<file path="config.mk">
export PLATFORM = sky130hd
export DESIGN_NAME = mcu_interrupt_controller
export DESIGN_NICKNAME = d
export VERILOG_FILES = /design/src/rtl/mcu_interrupt_controller.v
export VERILOG_INCLUDE_DIRS = /design/src /design/src/rtl
export SDC_FILE = /design/constraint.sdc
export NUM_CORES = 1
export LEC_CHECK = 0
export ABC_CLOCK_PERIOD_IN_PS = 2600
export BUFFER_PORTS_ARGS = -buffer_cell sky130_fd_sc_hd__buf_2
export CAP_MARGIN = 10
export CORE_AREA = 2 2 94 96
export CTS_CLUSTER_SIZE = 24
export DETAILED_ROUTE_END_ITERATION = 12
export DIE_AREA = 0 0 96 98
export PLACE_DENSITY = 0.79
export REMOVE_ABC_BUFFERS = 1
export SYNTH_ARGS = -nofsm -noshare
export SYNTH_HDL_FRONTEND = slang
export SYNTH_SLANG_ARGS = --single-unit
</file>
<file path="constraint.sdc">
create_clock -name ref_clk_i -period 2.6 [get_ports ref_clk_i]
set_clock_uncertainty 0.2 [all_clocks]
set_input_delay 0.52 -clock ref_clk_i [delete_from_list [all_inputs] [get_ports ref_clk_i]]
set_output_delay 0.52 -clock ref_clk_i [all_outputs]
set_load 0.02 [all_outputs]
</file>
<file path="src/rtl/irq_ctrl_map.vh">
`ifndef IRQ_CTRL_MAP_VH
`define IRQ_CTRL_MAP_VH

// Register indexes; byte address is four times the index
`define IDX_INTCTL          10'h00B
`define IDX_PFLAGS          10'h00C
`define IDX_OPTION          10'h081
`define IDX_PENABLES        10'h08C
`define IDX_PWRCTL          10'h08E
`define IDX_PINMASK         10'h096
`define ADDR_W              12

// Control/status field positions
`define B_GLOBAL_EN         7
`define B_PERIPH_EN         6
`define B_T0_EN             5
`define B_EXT_EN            4
`define B_PORT_EN           3
`define B_T0_FLAG           2
`define B_EXT_FLAG          1
`define B_PORT_FLAG         0

// Peripheral flag/enable field positions
`define B_NVM               7
`define B_CONV              6
`define B_CMP               3
`define B_T1                0
`define PERIPH_MASK         8'hC9

// Option register field and power-control field
`define B_EDGE_SEL          6
`define B_BOR_FLAG          0

// Reset values
`define RST_INTCTL          8'h00
`define RST_PFLAGS          8'h00
`define RST_PENABLES        8'h00
`define RST_OPTION          8'hFF
`define RST_PINMASK         6'h00
`define RST_PWRCTL          1'b0

// Vector and timing
`define IRQ_VECTOR          13'h0004
`define PC_W                13
`define QPHASES             4
`define CLK_PERIOD_NS       10
`define TCY_NS              (`QPHASES * `CLK_PERIOD_NS)
`define SYNC_LATENCY_TCY    3
`define TAKE_DELAY_TCY      (`SYNC_LATENCY_TCY - 1)

`endif

</file>
<file path="src/rtl/mcu_interrupt_controller.v">
// Design decision made here: the Avalon-MM slave port.
`timescale 1ns/1ns
`include "irq_ctrl_map.vh"

module mcu_interrupt_controller
(
    input  wire              ref_clk_i,
    input  wire              rst_n_i,
    input  wire              warm_reset_i,
    input  wire              brownout_reset_i,
    input  wire [`ADDR_W-1:0] avs_address_i,
    input  wire              avs_read_i,
    input  wire              avs_write_i,
    input  wire [31:0]       avs_writedata_i,
    input  wire [3:0]        avs_byteenable_i,
    output wire [31:0]       avs_readdata_o,
    output wire              avs_waitrequest_o,
    input  wire              external_irq_pin_i,
    input  wire [5:0]        port_pins_i,
    input  wire              port_read_i,
    input  wire              timer_zero_rollover_i,
    input  wire              comparator_change_i,
    input  wire              conversion_done_i,
    input  wire              timer_one_overflow_i,
    input  wire              nvm_write_done_i,
    input  wire              return_from_irq_instruction_i,
    input  wire              sleep_i,
    input  wire [`PC_W-1:0]  pc_i,
    output wire              wake_o,
    output reg               irq_take_o,
    output reg               stack_push_o,
    output reg  [`PC_W-1:0]  return_pc_o,
    output reg               pc_load_o,
    output reg  [`PC_W-1:0]  vector_pc_o,
    output wire [1:0]        qphase_o
);

    reg  [7:0]  intctl_r;
    reg  [7:0]  intctl_nxt;
    reg  [7:0]  pflags_r;
    reg  [7:0]  pflags_nxt;
    reg  [7:0]  penables_r;
    reg  [7:0]  option_r;
    reg  [5:0]  pinmask_r;
    reg         pwrctl_r;
    reg  [1:0]  qphase_r;
    reg  [2:0]  ext_sync_r;
    reg  [2:0]  port_sync_r [0:5];
    reg  [5:0]  port_stable_r;
    reg  [5:0]  port_latch_r;
    reg         ext_stable_r;
    reg         ack_r;
    reg  [31:0] rdata_r;
    reg         sampled_r;
    reg  [1:0]  take_cnt_r;

    wire        q1_en;
    wire        q2_en;
    wire        bus_req;
    wire        wr_en;
    wire [9:0]  idx;
    wire [7:0]  wbyte;
    wire        ext_now;
    wire        ext_edge;
    wire [5:0]  port_now;
    wire        port_change;
    wire [7:0]  pev;
    wire        core_pending;
    wire        periph_pending;
    wire        pending;
    wire        wake_src;
    wire        port_read_q2;
    wire        ext_rise;
    wire        ext_fall;
    reg  [7:0]  rd_mux;

    // Countdown reload, cut to the counter width on purpose
    localparam [31:0] TAKE_RELOAD = `TAKE_DELAY_TCY;

    // Instruction cycle split in four quarter phases, one clock each
    assign q1_en    = (qphase_r == 2'd0);
    assign q2_en    = (qphase_r == 2'd1);
    assign qphase_o = qphase_r;

    always @(posedge ref_clk_i or negedge rst_n_i)
    begin
        if (!rst_n_i)
            qphase_r <= 2'd0;
        else
            qphase_r <= qphase_r + 2'd1;
    end

    // Avalon slave: one wait cycle, read data ready at the release edge
    assign bus_req           = avs_read_i | avs_write_i;
    assign avs_waitrequest_o = bus_req & ~ack_r;
    assign avs_readdata_o    = rdata_r;
    assign idx               = avs_address_i[`ADDR_W-1:2];
    assign wr_en             = avs_write_i & ack_r & avs_byteenable_i[0];
    assign wbyte             = avs_writedata_i[7:0];

    always @*
    begin
        case (idx)
            `IDX_INTCTL:   rd_mux = intctl_r;
            `IDX_PFLAGS:   rd_mux = pflags_r & `PERIPH_MASK;
            `IDX_PENABLES: rd_mux = penables_r & `PERIPH_MASK;
            `IDX_OPTION:   rd_mux = option_r;
            `IDX_PINMASK:  rd_mux = {2'b00, pinmask_r};
            `IDX_PWRCTL:   rd_mux = {7'b000_0000, pwrctl_r};
            default:       rd_mux = 8'h00;
        endcase
    end

    always @(posedge ref_clk_i or negedge rst_n_i)
    begin
        if (!rst_n_i)
        begin
            ack_r   <= 1'b0;
            rdata_r <= 32'h0000_0000;
        end
        else
        begin
            ack_r   <= bus_req & ~ack_r;
            rdata_r <= {24'h00_0000, rd_mux};
        end
    end

    // Pin inputs: three flops, change accepted when stages two and three agree
    always @(posedge ref_clk_i or negedge rst_n_i)
    begin
        if (!rst_n_i)
        begin
            ext_sync_r   <= 3'b000;
            ext_stable_r <= 1'b0;
        end
        else
        begin
            ext_sync_r <= {ext_sync_r[1:0], external_irq_pin_i};
            if (ext_sync_r[2] == ext_sync_r[1])
                ext_stable_r <= ext_sync_r[2];
        end
    end

    genvar g;
    generate
        for (g = 0; g < 6; g = g + 1)
        begin : g_port
            always @(posedge ref_clk_i or negedge rst_n_i)
            begin
                if (!rst_n_i)
                begin
                    port_sync_r[g]   <= 3'b000;
                    port_stable_r[g] <= 1'b0;
                end
                else
                begin
                    port_sync_r[g] <= {port_sync_r[g][1:0], port_pins_i[g]};
                    if (port_sync_r[g][2] == port_sync_r[g][1])
                        port_stable_r[g] <= port_sync_r[g][2];
                end
            end
        end
    endgenerate

    assign ext_now  = ext_stable_r;
    assign port_now = port_stable_r;

    // Previous pin level kept from the stable stage, so no extra edge at start
    reg ext_prev_r;
    always @(posedge ref_clk_i or negedge rst_n_i)
    begin
        if (!rst_n_i)
            ext_prev_r <= 1'b0;
        else
            ext_prev_r <= ext_now;
    end

    assign ext_rise = ext_now & ~ext_prev_r;
    assign ext_fall = ~ext_now & ext_prev_r;
    assign ext_edge = option_r[`B_EDGE_SEL] ? ext_rise : ext_fall;

    // Port reads refresh the reference; a change landing on that read is lost
    assign port_read_q2 = port_read_i & q2_en;

    always @(posedge ref_clk_i or negedge rst_n_i)
    begin
        if (!rst_n_i)
            port_latch_r <= 6'h00;
        else if (port_read_q2)
            port_latch_r <= port_now;
    end

    assign port_change = |((port_now ^ port_latch_r) & pinmask_r) & ~port_read_q2;

    assign pev = {nvm_write_done_i, conversion_done_i, 2'b00, comparator_change_i, 2'b00, timer_one_overflow_i};

    // Control/status next value: event sets win over software clears
    always @*
    begin
        intctl_nxt = intctl_r;
        if (wr_en && idx == `IDX_INTCTL)
            intctl_nxt = wbyte;
        if (return_from_irq_instruction_i)
            intctl_nxt[`B_GLOBAL_EN] = 1'b1;
        if (irq_take_o)
            intctl_nxt[`B_GLOBAL_EN] = 1'b0;
        if (ext_edge)
            intctl_nxt[`B_EXT_FLAG] = 1'b1;
        if (timer_zero_rollover_i)
            intctl_nxt[`B_T0_FLAG] = 1'b1;
        if (port_change)
            intctl_nxt[`B_PORT_FLAG] = 1'b1;
    end

    // Unimplemented peripheral positions never store, so they read as zero
    always @*
    begin
        pflags_nxt = pflags_r;
        if (wr_en && idx == `IDX_PFLAGS)
            pflags_nxt = wbyte & `PERIPH_MASK;
        pflags_nxt = pflags_nxt | pev;
    end

    always @(posedge ref_clk_i or negedge rst_n_i)
    begin
        if (!rst_n_i)
        begin
            intctl_r   <= `RST_INTCTL;
            pflags_r   <= `RST_PFLAGS;
            penables_r <= `RST_PENABLES;
            option_r   <= `RST_OPTION;
            pinmask_r  <= `RST_PINMASK;
        end
        // Pin mask cleared too, so the kept port flag is not raised again
        else if (warm_reset_i | brownout_reset_i)
        begin
            intctl_r   <= {7'b000_0000, intctl_r[`B_PORT_FLAG]};
            pflags_r   <= `RST_PFLAGS;
            penables_r <= `RST_PENABLES;
            option_r   <= `RST_OPTION;
            pinmask_r  <= `RST_PINMASK;
        end
        else
        begin
            intctl_r <= intctl_nxt;
            pflags_r <= pflags_nxt;
            if (wr_en && idx == `IDX_PENABLES)
                penables_r <= wbyte & `PERIPH_MASK;
            if (wr_en && idx == `IDX_OPTION)
                option_r <= wbyte;
            if (wr_en && idx == `IDX_PINMASK)
                pinmask_r <= wbyte[5:0];
        end
    end

    // Power-control bit survives warm reset; only brown-out, rst_n_i or a software write of zero clear it
    always @(posedge ref_clk_i or negedge rst_n_i)
    begin
        if (!rst_n_i)
            pwrctl_r <= `RST_PWRCTL;
        else if (brownout_reset_i)
            pwrctl_r <= 1'b0;
        else if (wr_en && idx == `IDX_PWRCTL)
            pwrctl_r <= wbyte[`B_BOR_FLAG];
    end

    // Request terms; global enable only gates servicing, not wake-up
    assign core_pending = (intctl_r[`B_T0_EN] & intctl_r[`B_T0_FLAG]) |
                          (intctl_r[`B_EXT_EN] & intctl_r[`B_EXT_FLAG]) |
                          (intctl_r[`B_PORT_EN] & intctl_r[`B_PORT_FLAG]);
    assign periph_pending = intctl_r[`B_PERIPH_EN] & |(pflags_r & penables_r & `PERIPH_MASK);
    assign wake_src = core_pending | periph_pending;
    assign pending  = wake_src & intctl_r[`B_GLOBAL_EN];
    assign wake_o   = sleep_i & wake_src;

    // Sample at Q1, service two Q1s later: fixed 3 cycles whatever the opcode
    always @(posedge ref_clk_i or negedge rst_n_i)
    begin
        if (!rst_n_i)
        begin
            sampled_r    <= 1'b0;
            take_cnt_r   <= 2'd0;
            irq_take_o   <= 1'b0;
            stack_push_o <= 1'b0;
            pc_load_o    <= 1'b0;
            return_pc_o  <= {`PC_W{1'b0}};
            vector_pc_o  <= `IRQ_VECTOR;
        end
        else
        begin
            irq_take_o   <= 1'b0;
            stack_push_o <= 1'b0;
            pc_load_o    <= 1'b0;
            if (warm_reset_i | brownout_reset_i | ~pending)
            begin
                // Request dropped by a cleared enable stays flagged and returns with it; warm and brown-out reset clear all flags but the port flag
                sampled_r  <= 1'b0;
                take_cnt_r <= 2'd0;
            end
            else if (q1_en && !sampled_r)
            begin
                sampled_r  <= 1'b1;
                take_cnt_r <= TAKE_RELOAD[1:0];
            end
            else if (q1_en && sampled_r)
            begin
                if (take_cnt_r == 2'd1)
                begin
                    irq_take_o   <= 1'b1;
                    stack_push_o <= 1'b1;
                    pc_load_o    <= 1'b1;
                    return_pc_o  <= pc_i;
                    vector_pc_o  <= `IRQ_VECTOR;
                    sampled_r    <= 1'b0;
                    take_cnt_r   <= 2'd0;
                end
                else
                    take_cnt_r <= take_cnt_r - 2'd1;
            end
        end
    end

endmodule // mcu_interrupt_controller
</file>
==> summary.txt <==
Max-slew violation count: 0
Async SR Flop Fraction: 100.0%
Kind of critical path: reg2out
Fin. Hold Viols: 0
CP endpoint kind: output port
DRT Wirelength: 7.968 mm
Setup Buffers After CTS: 0
Vias: 2816
Final min period: 2.277 ns
First-pass GRT wire length: 13.20 mm
Flop and latch count out of synthesis: 94
Cell Pwr Density: 564.1 mW/mm2
CTS tree: built
Relative slew slack: 63.13%
CP Data Required Time: 1.88 ns
Antenna diodes: 0
ANT nets after route: 0
Clock Tree Root: clkbuf_8
Core ar.: 0.008466 mm2
FP Rows: 34
Post-synth EDFFs: 0
Multi-input logic area: 0.001495 mm2
CP Data Arrival Time: 1.56 ns
DRC: 0
Post-cts resize count: 0
Vias in the first global route: 2843
Final worst path period share: 87.57%
Initial antenna violation count: 0
Run status: complete, no violations
M2 GR Usage: 26.76%
Die area: 0.009408 mm2
Most used routing layer: met2
MaxCap Viol Count: 0
All-layer global routing usage: 18.00%
Area growth syn-to-layout: 15.22%
Nets: 518
Syn Inst Count: 342
Endpoints failing setup: 0
Sequential cell area fraction in the yosys report: 57.47%
Top-area cell type share of the netlist area: 52.36%
I/O Pins: 147
Achievable Freq: 439.2 MHz
Final HPWL DP: 5.940 mm
Clock sink count: 94
Post-synth cell types: 50
Post-Syn Area: 0.004110 mm2
Worst vdd ir: 0.0003942 V
Clk pin slew, worst setup/hold paths: 0.10 ns
Initial DRC Count: 222
Port buffer count: 80
Worst min path class: in2reg
Slew @ Worst Pin: 0.5531 ns
H-Tree Depth: 3
Total Neg Setup Slack: 0 ns
GRT overflow: 0
Post-layout util: 55.94%
Largest buffer count on any clock path: 2
Yosys warns: 0
Area leader, netlist: dfrtp_1
Avg Cell Area, Syn: 12.02 um2
Starting Density: 48.55%
Grt met1 use: 24.97%
Top cell types by occurrence after synthesis: 86 x dfrtp_1, 39 x buf_4, 27 x nand2_1
Most numerous cell in the Yosys netlist: dfrtp_1
Layout cells sized above 1: 31.05%
Placer Congestion: 0.8214
Routed wire length per instance: 14.59 um
Die W: 96 um
P_leak: 2.334 nW
Worst Setup Start Kind: flip-flop
Die Span Y: 98 um
First-pass DRT Iterations: 5
Largest net degree at the start of global routing: 65
Main synth FF type: dfrtp_1
Vias per cell: 5.158
Fill count: 740
RSZ-0062 raised after global routing: no
Synth area leaders: dfrtp_1 52%, buf_4 7.1%, dfstp_2 5.1%, mux2i_1 5.1%, mux2_2 2.7%
Crit-path max FO: 3
Clock buffer count from CTS: 9
Met3 GRT Util: 3.549%
Skew-Pair Late Insertion Delay: 0.36 ns
Register area: 0.002362 mm2
Cts-stage hold buffer count: 1
==> cells in the final DEF (no fill, tap or decap), types with 2 or more instances in the layout <==
| cell type | instances |
|---|---|
| a21oi_1 | 16 |
| a222oi_1 | 6 |
| a22o_1 | 3 |
| a22oi_1 | 9 |
| and3_1 | 2 |
| buf_2 | 79 |
| buf_4 | 10 |
| clkbuf_8 | 9 |
| conb_1 | 37 |
| dfrtp_1 | 86 |
| dfstp_2 | 8 |
| ha_1 | 3 |
| inv_1 | 15 |
| inv_6 | 4 |
| maj3_1 | 7 |
| mux2_1 | 9 |
| mux2_2 | 10 |
| mux2i_1 | 21 |
| nand2_1 | 27 |
| nand3_1 | 8 |
| nand3b_1 | 2 |
| nor2_1 | 16 |
| nor2_2 | 2 |
| nor3_1 | 2 |
| nor4b_2 | 2 |
| o21ai_0 | 3 |
| o21ai_1 | 6 |
| o22ai_1 | 3 |
| or3b_2 | 2 |
| xor2_1 | 6 |
==> metrics by stage <==
stage	instance area [um2]	setup WS (ns)	std cells	power [mW]	hold WS, ns
2_1_floorplan	3914	0.05835	331	1.680	0.02441
3_3_place_gp	4539	0.1881	529	1.784	0.1346
3_5_place_dp	4539	0.1472	529	1.793	0.1371
4_1_cts	4736	0.3148	546	2.708	0.04420
5_1_grt	4736	0.2303	546	2.793	0.03991
6_report	4736	0.3232	546	2.672	0.06202
==> logic make-up after synthesis <==
logic type               Yosys count  synth area share, %
AO/OA/AOI/OAI                     51                8.250
XOR/XNOR                           6                1.279
adder cells (fa/ha/maj)           10                2.618
buffers and inverters             61                9.345
flip-flops                        94                57.47
multiplexers                      40                10.32
other                              2               0.1827
AND/OR/NAND/NOR                   78                10.53
==> path summary, 6_finish.rpt <==
kind	from	cells past startpoint	slack, ns	to
setup / recovery	pflags_r[0]	4	0.32	wake_o
hold / removal	port_pins_i[5]	1	0.06	port_sync_r[0]
setup reg to reg	pflags_r[0]	6	0.55	return_pc_o[8]
hold reg to reg	port_sync_r[9]	0	0.16	port_sync_r[10]
max in group asynchronous	rst_n_i	3	1.09	option_r[7]
min in group asynchronous	rst_n_i	2	0.41	port_sync_r[9]
==> metal layers <==
layer  vias to the layer above  part of all wire [%]
met5                         -                     0
met4                         0                   2.2
met3                        18                   8.4
met2                       134                    46
met1                      1361                    43
li1                       1303                     -
==> worst max-delay path, stage by stage (launching register included) <==
cell	delay, ns
dfrtp_1	0.42
a22o_1	0.23
o21ai_1	0.21
a41oi_1	0.16
buf_2	0.19
==> cell type report <==
type / count / area share [%]
clock buffer: 9 / 2.616
inverter: 15 / 1.189
sequential: 94 / 49.88
clock inverter: 7 / 1.321
tap: 108 / 2.853
multi-input combinational: 222 / 31.57
timing repair buffer: 91 / 10.57
==> report_power, final <==
group	leakage, nW	total [mW]	internal, mW	switching, mW
sequential	1.19	1.54	1.51	0.0331
clock	0.0931	0.910	0.370	0.540
combinational	1.05	0.218	0.0792	0.138
==> registers in the layout (all words and copies together) (netlist names), 2 cells and up <==
name,flops
avs_readdata_o,8
ext_sync_r,3
intctl_r,8
option_r,8
penables_r,4
pflags_r,4
pinmask_r,6
port_latch_r,6
port_now,6
port_sync_r,18
qphase_o,2
return_pc_o,13
take_cnt_r,2
(Power assumes the default switching activity.)
